`config.mk`:
```
export PLATFORM = sky130hd
export DESIGN_NAME = dprc_host
export DESIGN_NICKNAME = d
export VERILOG_FILES = /design/src/dprc_pkg.sv /design/src/dprc_host.sv /design/src/dprc_sync.sv
export SDC_FILE = /design/constraint.sdc
export NUM_CORES = 1
export LEC_CHECK = 0
export BUFFER_PORTS_ARGS = -buffer_cell sky130_fd_sc_hd__buf_2
export CAP_MARGIN = 20
export CELL_PAD_IN_SITES_DETAIL_PLACEMENT = 2
export CELL_PAD_IN_SITES_GLOBAL_PLACEMENT = 2
export CORE_MARGIN = 5
export CORE_UTILIZATION = 38
export CTS_CLUSTER_DIAMETER = 60
export DETAILED_ROUTE_END_ITERATION = 10
export PLACE_DENSITY = 0.93
export SKIP_CTS_REPAIR_TIMING = 1
export SLEW_MARGIN = 30
export SYNTH_ARGS = -nofsm -noshare
export SYNTH_HDL_FRONTEND = slang
export SYNTH_SLANG_ARGS = --single-unit
```
`constraint.sdc`:
```
create_clock -name clock -period 3.9 [get_ports clock]
set_input_delay 0.39 -clock clock [delete_from_list [all_inputs] [get_ports clock]]
set_output_delay 0.39 -clock clock [all_outputs]
set_load 0.02 [all_outputs]
```
`src/dprc_pkg.sv`:
```
// dprc_pkg: constants for the host-side port cycle controller of an async 2k x 9 dual-port sram.
// assumes a 100 MHz clock; all pin timing is counted in whole cycles of it.
package dprc_pkg;

  // ==========================================================================
  // clock and pin timing
  localparam int CLK_PERIOD_NS     = 10;
  localparam int T_RC_NS           = 25;  // read cycle
  localparam int T_AA_NS           = 25;  // address access
  localparam int T_ACE_NS          = 25;  // select access
  localparam int T_AOE_NS          = 12;  // oe access
  localparam int T_BDD_NS          = 30;  // busy release to data
  localparam int T_HZ_NS           = 10;  // output turnoff
  localparam int T_WP_NS           = 20;  // write pulse
  localparam int T_EW_NS           = 20;  // select to end of write
  localparam int T_DW_NS           = 12;  // data setup to end of write
  localparam int T_WZ_NS           = 10;  // strobe low to device outputs off
  localparam int T_BAA_NS          = 20;  // busy access from address
  localparam int T_WR_NS           = 0;   // write recovery
  localparam int DATA_HOLD_AFTER_WRITE_END_NS = 0;
  localparam int DESELECT_TO_STANDBY_NS       = 50;

  function automatic int dprc_up(input int ns);
    int c;
    c = (ns + CLK_PERIOD_NS - 1) / CLK_PERIOD_NS;
    return (c < 1) ? 1 : c;
  endfunction : dprc_up

  function automatic int dprc_max(input int a, input int b);
    return (a > b) ? a : b;
  endfunction : dprc_max

  // read wait: latest of the address, select and oe access paths; the sample also waits out the synchroniser
  localparam int RD_NS   = dprc_max(dprc_max(T_AA_NS, T_ACE_NS), T_AOE_NS);
  localparam int RD_CYC  = dprc_up(RD_NS);
  localparam int BDD_CYC = dprc_up(T_BDD_NS);
  localparam int HZ_CYC  = dprc_up(T_HZ_NS);
  localparam int WZ_CYC  = dprc_up(T_WZ_NS);
  localparam int WP_NS   = dprc_max(T_WP_NS, dprc_max(T_EW_NS, T_WZ_NS + T_DW_NS));
  localparam int WP_CYC  = dprc_up(WP_NS);
  localparam int BAA_CYC = dprc_up(T_BAA_NS);
  localparam int DH_CYC  = dprc_up(DATA_HOLD_AFTER_WRITE_END_NS);
  localparam int WR_CYC  = dprc_up(T_WR_NS);
  localparam int RC_CYC  = dprc_up(T_RC_NS);
  // data may settle right on an edge, and the agreement stage adds one more
  localparam int SMP_SLACK_CYC = 2;
  localparam int CNT_W   = 4;

  // ==========================================================================
  // widths
  localparam int ADDR_W = 11;
  localparam int DATA_W = 9;
  localparam int SYNC_N = 3;

  typedef enum logic [2:0] {
    DPRC_IDLE   = 3'b000,
    DPRC_SETUP  = 3'b001,
    DPRC_RD     = 3'b010,
    DPRC_WR_WZ  = 3'b011,
    DPRC_WR     = 3'b100,
    DPRC_HOLD   = 3'b101,
    DPRC_RECOV  = 3'b110
  } dprc_state_t;

endpackage : dprc_pkg

```
`src/dprc_host.sv`:
```
// dprc_host: host controller driving one port of an async dual-port sram.
// assumes the sram pins are driven straight from flops; data pin is split into in, out, oe_n.
`timescale 1ns/1ps
module dprc_host
  import dprc_pkg::*;
#(
  parameter bit SLAVE_MODE = 1'b0
) (
  // clock and reset
  input  wire logic                      clock,
  input  wire logic                      rstn,
  input  wire logic                      clk_en,
  // user request
  input  wire logic                      req,
  input  wire logic                      req_write,
  input  wire logic [dprc_pkg::ADDR_W-1:0] req_addr,
  input  wire logic [dprc_pkg::DATA_W-1:0] req_wdata,
  input  wire logic                      req_same_addr_busy,
  output logic                           req_ready,
  output logic                           rsp_valid,
  output logic [dprc_pkg::DATA_W-1:0]    rsp_rdata,
  // sram pins
  output logic [dprc_pkg::ADDR_W-1:0]    sram_addr,
  output logic                           sram_sel_n,
  output logic                           sram_oe_n,
  output logic                           sram_rw,
  input  wire logic [dprc_pkg::DATA_W-1:0] sram_data_in,
  output logic [dprc_pkg::DATA_W-1:0]    sram_data_out,
  output logic                           sram_data_oe_n,
  input  wire logic                      sram_busy_n
);
  import dprc_pkg::*;

  // ==========================================================================
  // reset release and pin synchronisers
  logic [1:0] rst_sh_r;
  logic       rst_n;
  always_ff @(posedge clock or negedge rstn) begin
    if (!rstn) begin
      rst_sh_r <= 2'b00;
    end else begin
      rst_sh_r <= {rst_sh_r[0], 1'b1};
    end
  end
  assign rst_n = rst_sh_r[1];

  logic [DATA_W:0] pin_sync;
  dprc_sync #(.W(DATA_W + 1), .INIT({1'b1, {DATA_W{1'b0}}})) u_sync (
    .clock (clock),
    .rst_n (rst_n),
    .ce    (clk_en),
    .din   ({sram_busy_n, sram_data_in}),
    .dout  (pin_sync)
  );
  logic busy_n_s;
  assign busy_n_s = pin_sync[DATA_W];

  // ==========================================================================
  // state
  typedef struct packed {
    dprc_state_t                state;
    logic [CNT_W-1:0]           cnt;
    logic                       is_wr;
    logic                       need_bdd;
    logic                       ready;
    logic                       rvalid;
    logic [DATA_W-1:0]          rdata;
    logic [ADDR_W-1:0]          addr;
    logic                       sel_n;
    logic                       oe_n;
    logic                       rw;
    logic [DATA_W-1:0]          dout;
    logic                       doe_n;
  } dprc_host_st_t;

  dprc_host_st_t st_r;
  dprc_host_st_t st_nxt;

  function automatic logic [CNT_W-1:0] cyc(input int n);
    return CNT_W'(n);
  endfunction : cyc

  always_comb begin
    st_nxt        = st_r;
    st_nxt.rvalid = 1'b0;
    unique case (st_r.state)
      DPRC_IDLE: begin
        // sel high and strobe high while address moves
        st_nxt.sel_n = 1'b1;
        st_nxt.rw    = 1'b1;
        st_nxt.oe_n  = 1'b1;
        st_nxt.doe_n = 1'b1;
        st_nxt.ready = 1'b1;
        if (st_r.ready && req) begin
          st_nxt.ready    = 1'b0;
          st_nxt.addr     = req_addr;
          st_nxt.is_wr    = req_write;
          st_nxt.need_bdd = req_same_addr_busy;
          st_nxt.dout     = req_wdata;
          st_nxt.cnt      = '0;
          st_nxt.state    = DPRC_SETUP;
        end
      end
      DPRC_SETUP: begin
        // address already stable for a cycle; assert select and oe together in a read
        st_nxt.sel_n = 1'b0;
        if (st_r.is_wr) begin
          // strobe falls with select: device keeps outputs off
          st_nxt.rw    = 1'b0;
          st_nxt.oe_n  = 1'b1;
          st_nxt.cnt   = SLAVE_MODE ? cyc(BAA_CYC) : cyc(WZ_CYC);
          st_nxt.state = DPRC_WR_WZ;
        end else begin
          st_nxt.oe_n  = 1'b0;
          st_nxt.cnt   = st_r.need_bdd ? cyc(dprc_max(RD_CYC, BDD_CYC) + SYNC_N + SMP_SLACK_CYC)
                                       : cyc(RD_CYC + SYNC_N + SMP_SLACK_CYC);
          st_nxt.state = DPRC_RD;
        end
      end
      DPRC_WR_WZ: begin
        // wait out device turnoff before driving the data pins
        if (st_r.cnt <= cyc(1)) begin
          st_nxt.doe_n = 1'b0;
          st_nxt.cnt   = cyc(WP_CYC);
          st_nxt.state = DPRC_WR;
        end else begin
          st_nxt.cnt = st_r.cnt - cyc(1);
        end
      end
      DPRC_WR: begin
        if (st_r.cnt <= cyc(1)) begin
          // end write by strobe and select together
          st_nxt.rw    = 1'b1;
          st_nxt.sel_n = 1'b1;
          st_nxt.cnt   = cyc(DH_CYC);
          st_nxt.state = DPRC_HOLD;
        end else begin
          st_nxt.cnt = st_r.cnt - cyc(1);
        end
      end
      DPRC_HOLD: begin
        // data kept at least one cycle past end of write
        if (st_r.cnt <= cyc(1)) begin
          st_nxt.doe_n = 1'b1;
          st_nxt.cnt   = cyc(WR_CYC);
          st_nxt.state = DPRC_RECOV;
        end else begin
          st_nxt.cnt = st_r.cnt - cyc(1);
        end
      end
      DPRC_RD: begin
        if (st_r.cnt <= cyc(1)) begin
          st_nxt.rdata  = pin_sync[DATA_W-1:0];
          st_nxt.rvalid = 1'b1;
          st_nxt.oe_n   = 1'b1;
          st_nxt.sel_n  = 1'b1;
          st_nxt.cnt    = cyc(dprc_max(HZ_CYC, RC_CYC));
          st_nxt.state  = DPRC_RECOV;
        end else begin
          st_nxt.cnt = st_r.cnt - cyc(1);
        end
      end
      DPRC_RECOV: begin
        // after a read this lets the device release the bus
        if (st_r.cnt <= cyc(1)) begin
          st_nxt.ready = 1'b1;
          st_nxt.state = DPRC_IDLE;
        end else begin
          st_nxt.cnt = st_r.cnt - cyc(1);
        end
      end
      default: begin
        st_nxt.state = DPRC_IDLE;
      end
    endcase
    // busy low from a master port stretches the write strobe
    if (st_r.state == DPRC_WR && !busy_n_s && st_r.cnt <= cyc(1)) begin
      st_nxt       = st_r;
      st_nxt.rvalid = 1'b0;
    end
  end

  always_ff @(posedge clock or negedge rst_n) begin
    if (!rst_n) begin
      st_r       <= '0;
      st_r.state <= DPRC_IDLE;
      st_r.sel_n <= 1'b1;
      st_r.oe_n  <= 1'b1;
      st_r.rw    <= 1'b1;
      st_r.doe_n <= 1'b1;
    end else if (clk_en) begin
      st_r <= st_nxt;
    end
  end

  // ==========================================================================
  // outputs straight from state flops
  assign req_ready      = st_r.ready;
  assign rsp_valid      = st_r.rvalid;
  assign rsp_rdata      = st_r.rdata;
  assign sram_addr      = st_r.addr;
  assign sram_sel_n     = st_r.sel_n;
  assign sram_oe_n      = st_r.oe_n;
  assign sram_rw        = st_r.rw;
  assign sram_data_out  = st_r.dout;
  assign sram_data_oe_n = st_r.doe_n;
endmodule : dprc_host

```
`src/dprc_sync.sv`:
```
// dprc_sync: three-stage input synchroniser with agreement of stages two and three.
// assumes width is a parameter; the first stage is read only by the second.
`timescale 1ns/1ps
module dprc_sync #(
  parameter int         W    = 1,
  parameter logic [W-1:0] INIT = '0
) (
  // clock
  input  wire logic         clock,
  input  wire logic         rst_n,
  input  wire logic         ce,
  // data
  input  wire logic [W-1:0] din,
  output logic      [W-1:0] dout
);
  typedef struct packed {
    logic [W-1:0] s1;
    logic [W-1:0] s2;
    logic [W-1:0] s3;
    logic [W-1:0] q;
  } dprc_sync_st_t;

  dprc_sync_st_t st_r;
  dprc_sync_st_t st_nxt;

  always_comb begin
    st_nxt = st_r;
    if (ce) begin
      st_nxt.s1 = din;
      st_nxt.s2 = st_r.s1;
      st_nxt.s3 = st_r.s2;
      // a bit changes only once the two later stages agree
      for (int i = 0; i < W; i++) begin
        if (st_r.s2[i] == st_r.s3[i]) begin
          st_nxt.q[i] = st_r.s3[i];
        end
      end
    end
  end

  always_ff @(posedge clock or negedge rst_n) begin
    if (!rst_n) begin
      // idle level of the pin, so no false change follows reset
      st_r <= {INIT, INIT, INIT, INIT};
    end else begin
      st_r <= st_nxt;
    end
  end

  assign dout = st_r.q;
endmodule : dprc_sync

```
==> results of run 1 <==
-- Yosys cell counts (all sizes together), types with 2 or more instances --
cell	count	area [sq um]
dfrtp	77	1927
mux2	51	574.3
buf	38	266.5
o21ai	37	185.2
nand2	20	75.07
a21oi	19	95.09
inv	16	60.06
nor2	9	33.78
dfstp	8	210.2
ha	6	75.07
clkbuf	5	18.77
nor3	4	31.28
a2bb2oi	3	26.28
nand2b	3	18.77
or2	3	21.28
a21o	2	16.27
a22o	2	18.77
a31oi	2	12.51
a32o	2	20.02
nand3	2	10.01
nand3b	2	15.01
o31ai	2	15.01
-- state kept, by name, summed over array words and instances, names as in the netlist --
| register | flops |
|---|---|
| st_r | 8 |
| rsp_rdata | 9 |
| req_ready | 1 |
| rsp_valid | 1 |
| sram_addr | 11 |
| u_sync.st_r | 30 |
| sram_rw | 1 |
| rst_sh_r | 2 |
| sram_sel_n | 1 |
| u_sync.dout | 10 |
| sram_oe_n | 1 |
| sram_data_out | 9 |
| sram_data_oe_n | 1 |
-- layer usage --
metal | GRT usage | part of all wire | routed length (microns)
met3 | 0.03766 | 0.042 | 412
met4 | 0.08128 | 0.030 | 293
met1 | 0.1844 | 0.41 | 4014
met2 | 0.2929 | 0.52 | 5132
met5 | 0 | 0 | 0
-- report_power, final --
group          internal, mW  switching [mW]
combinational         0.528           0.748
clock                 0.308           0.356
sequential             1.18           0.263
-- logic make-up (layout without fill, tap and decap cells) --
logic type | count (synthesis) | count (layout) | share of synthesized area
flops | 85 | 85 | 0.5540
compound gates | 79 | 79 | 0.1226
mux | 51 | 51 | 0.1489
other cells | 1 | 1 | 0.0009721
simple gates | 48 | 48 | 0.06228
fa+ha+maj | 6 | 6 | 0.01946
buf+inv | 59 | 105 | 0.08952
xor+xnor | 1 | 1 | 0.002271
-- through the flow --
| stage | std cells | util | hold slack, ns | area, sq um | worst slack (ns) |
|---|---|---|---|---|---|
| 4_1_cts | 508 | 0.4409 | -0.2178 | 4329 | 1.159 |
| 3_5_place_dp | 492 | 0.4199 | 0.1782 | 4123 | 1.192 |
| 2_1_floorplan | 330 | - | 0.09441 | 3857 | 1.371 |
| 3_3_place_gp | 491 | 0.4178 | 0.1754 | 4103 | 1.390 |
| 5_1_grt | 509 | 0.4419 | 0.2396 | 4339 | 0.9894 |
| 6_report | 509 | 0.4419 | 0.2600 | 4339 | 1.134 |
-- area by class of cell --
cell class | count | area [sq um] | area share
repair buffers | 73 | 390.4 | 0.08997
clock inverters | 7 | 82.58 | 0.01903
flip-flops and latches | 85 | 2141 | 0.4934
inverters | 16 | 60.06 | 0.01384
well taps | 133 | 166.4 | 0.03835
clock buffers | 9 | 123.9 | 0.02855
multi-input cells | 186 | 1375 | 0.3169
-- worst paths after layout --
path / startpoint / end / depth (start not counted)
worst max-delay path: st_r[43] / st_r[39] / 7
worst min-delay path: sram_data_in[4] / u_sync.st_r[34] / 2
worst max register to register: st_r[43] / st_r[39] / 7
worst min register to register: rst_sh_r[1] / st_r[37] / 0
max in group asynchronous: rst_sh_r[1] / sram_data_oe_n / 1
min in group asynchronous: rstn / rst_sh_r[1] / 2
==> flow_metrics.py, run 1 <==
metrics = {
    "outcome": {
        "status": "completed",
    },
    "synth": {
        "ys_seq_area_frac": 0.5540,
        "syn_area_sq_um": 3857,
        "synth-seq-cells": 85,
        "synth.net_count": 372,
        "async_flop_share": 1.000,
        "yosysUniqueCellTypes": 47,
        "synth-edff-count": 0,
        "synth.avg_cell_area_sq_um": 11.69,
        "ys_warn_count": 0,
        "synthFlopType": "dfrtp_1",
        "syn_inst": 330,
    },
    "routing": {
        "initialDrtViolationCount": 121,
        "wl_per_cell_microns": 19.36,
        "via_count": 2628,
        "drc": 0,
        "vias_per_cell": 5.163,
        "wl_microns": 9852,
        "first_pass_iters": 4,
        "postRouteAntennaNets": 0,
    },
    "clock_network": {
        "cts.sinks": 85,
        "clk_pin_slew_worst_paths_ns": 0.10,
        "clock_path_buffers": 2,
        "cts_buffers": 9,
        "htree_levels": 3,
        "cts_tree": "built",
        "cts_root_buffer": "clkbuf_8",
        "worstSkewPairLatency_ns": 0.36,
    },
    "hold_path": {
        "hold_path.class": "in -> reg",
    },
    "placement": {
        "port_buffers": 69,
        "gp_congestion": 0.7843,
        "dpl.hpwl_microns": 6634,
    },
    "critical_path": {
        "cp-start-kind": "register",
        "crit_chain": "inv_1, ha_1, a21boi_0, a2bb2oi_1, a21oi_1, o21ai_0, a22o_2",
        "max_stage_delay_ns": 0.75,
        "end_kind": "register",
        "arrival_ns": 3.01,
        "path_buf_inv": 1,
        "critPathSlowestCell": "dfrtp_1",
        "required_ns": 4.15,
        "reg2reg_slack_ns": 1.13,
        "crit_family": "compound AO/OA/AOI/OAI gates",
        "cp_max_fo": 19,
        "worstSetupPathType": "reg -> reg",
    },
    "power_and_ir_drop": {
        "power_mw": 3.387,
        "p_leak_nw": 2.009,
        "worst_ir_drop_vdd_v": 0.0003274,
        "power.density_nw_per_um2": 780.6,
    },
    "sta": {
        "period_share": 0.7092,
        "fmax_mhz": 361.6,
        "slew_headroom": 0.5464,
        "min_period_ns": 2.766,
        "final-hold-violation-count": 0,
        "rsz0062_at_grt": "false",
        "tightestPinTransition_ns": 0.6783,
        "finalSetupViolCount": 0,
        "finalClockSkew_ns": 0.01339,
        "setup-tns-final_ns": 0,
        "maxSlewViolCount": 0,
    },
    "grt": {
        "antenna_found_initial": 0,
        "track_usage": 0.1646,
        "grt_overflow_total": 0,
        "grt_max_degree": 59,
        "first_global_vias": 3034,
        "grt_pass1_wl_microns": 16110,
    },
    "cells_and_area": {
        "n_antenna_cell": 0,
        "synthToLayoutAreaGrowth_pct": 12.49,
        "drive_gt1_frac": 0.4069,
        "num-nets-final": 413,
        "layout_commonest_cell": "dfrtp_1",
        "fillers": 1061,
        "final_cell_mix": "dfrtp_1 (76), buf_2 (69), mux2_2 (51), o21ai_0 (37), nand2_1 (20)",
    },
    "job": {
        "cap_violations": 0,
    },
    "floorplanning": {
        "io-pin-count": 71,
        "floorplan.rows": 36,
        "core_area_sq_um": 9819,
        "die_area_sq_um": 12270,
        "die_x_microns": 110.8,
        "initial_utilization": 0.3928,
        "die-height_microns": 110.8,
    },
}
Note: power is estimated with default switching activity, not from simulation.
==> run 2, diff against run 1 <==
Settings changed: CORE_UTILIZATION 38 to 33, PLACE_DENSITY 0.93 to 0.87.
Clock period 3.9 ns to 2.46 ns, I/O delays scaled along.
==> flow_metrics.py, run 2 (same netlist as run 1, synthesis figures left out) <==
metrics = {
    "outcome": {
        "status": "completed",
    },
    "routing": {
        "wl_per_cell_microns": 17.15,
        "postRouteAntennaNets": 0,
        "via_count": 2630,
        "vias_per_cell": 5.029,
        "wl_microns": 8970,
        "initialDrtViolationCount": 65,
        "first_pass_iters": 4,
        "drc": 0,
    },
    "cells_and_area": {
        "largest_reg_flops": 30,
        "layout_commonest_cell": "dfrtp_1",
        "n_antenna_cell": 0,
        "fin_util": 0.3936,
        "top_register": "u_sync.st_r",
        "synthToLayoutAreaGrowth_pct": 16.51,
        "fin_cells": 523,
        "drive_gt1_frac": 0.4132,
        "final_cell_mix": "dfrtp_1 (76), buf_2 (69), mux2_2 (51), o21ai_0 (37), nand2_1 (20)",
        "num-nets-final": 418,
    },
    "job": {
        "cap_violations": 0,
    },
    "sta": {
        "finalClockSkew_ns": 0.007888,
        "finalSetupViolCount": 0,
        "final-hold-violation-count": 0,
        "tightestPinTransition_ns": 0.6363,
        "rsz0062_at_grt": "false",
        "maxSlewViolCount": 0,
        "slew_headroom": 0.5758,
        "period_share": 0.8728,
        "setup-tns-final_ns": 0,
        "min_period_ns": 2.147,
        "fmax_mhz": 465.7,
    },
    "clock_network": {
        "htree_levels": 3,
        "cts.sinks": 85,
        "cts_tree": "built",
        "cts_buffers": 9,
        "clock_path_buffers": 2,
        "clk_pin_slew_worst_paths_ns": 0.06,
        "cts_root_buffer": "clkbuf_16",
        "worstSkewPairLatency_ns": 0.33,
    },
    "floorplanning": {
        "floorplan.rows": 39,
        "die_area_sq_um": 13950,
        "io-pin-count": 71,
        "initial_utilization": 0.3378,
        "core_area_sq_um": 11420,
        "die_x_microns": 118.1,
        "die-height_microns": 118.1,
    },
    "placement": {
        "gp_congestion": 0.7991,
        "place_inst": 507,
        "dpl.hpwl_microns": 6213,
        "port_buffers": 69,
    },
    "grt": {
        "antenna_found_initial": 0,
        "grt_overflow_total": 0,
        "grt_max_degree": 59,
        "track_usage": 0.1341,
        "grt_pass1_wl_microns": 15460,
        "first_global_vias": 3011,
    },
    "critical_path": {
        "arrival_ns": 2.37,
        "worstSetupPathType": "reg -> reg",
        "cp-start-kind": "register",
        "end_kind": "register",
        "required_ns": 2.68,
        "cp_max_fo": 8,
    },
    "power_and_ir_drop": {
        "p_leak_nw": 2.082,
        "power.density_nw_per_um2": 1279,
        "worst_ir_drop_vdd_v": 0.0005062,
    },
    "hold_path": {
        "hold_path.class": "in -> reg",
    },
}
run 2: cell type report:
cell class,count,area (sq um)
fill,1201,6924
clock buffer,9,225.2
sequential,85,2141
clock inverter,6,86.33
tap,143,178.9
multi-input combinational,186,1375
inverter,16,60.06
timing repair buffer,78,427.9
run 2: routing by layer:
metal | global-route usage | routed length, microns
met1 | 0.1649 | 3873
met2 | 0.2314 | 4580
met3 | 0.03940 | 432
met4 | 0.03226 | 83
met5 | 0 | 0
run 2: per-stage QoR:
step                      hold WS, ns  total power [mW]  area, sq um  setup slack [ns]
after floorplan              -0.04959             3.953         3859            0.1513
after global routing           0.1284             6.153         4494           0.07160
after global placement        0.03170             4.176         4173            0.4009
final                          0.1429             5.750         4494            0.3129
after detailed placement      0.03732             4.359         4173            0.2110
after CTS                     -0.3194             5.845         4484            0.1974
run 2: worst paths after layout:
path / startpoint / end / slack [ns] / depth (start not counted)
max in group asynchronous: rst_sh_r[1] / u_sync.st_r[39] / 1.42 / 1
min: req_wdata[5] / sram_data_out[5] / 0.14 / 2
max reg2reg: st_r[42] / st_r[39] / 0.31 / 7
max: st_r[42] / st_r[39] / 0.31 / 7
min in group asynchronous: rstn / rst_sh_r[0] / 0.23 / 2
min reg2reg: rst_sh_r[0] / rst_sh_r[1] / 0.35 / 0
run 2: power breakdown:
part | internal [mW] | switching [mW]
clock | 0.884 | 0.557
sequential | 1.88 | 0.336
combinational | 0.876 | 1.21
run 2: critical path: stages, from the launching register on:
cell and delay [ns]:
dfrtp_1 0.35, inv_1 0.11, ha_1 0.37, a21boi_0 0.11
a2bb2oi_1 0.15, a21oi_1 0.49, o21ai_0 0.18, a22o_2 0.28
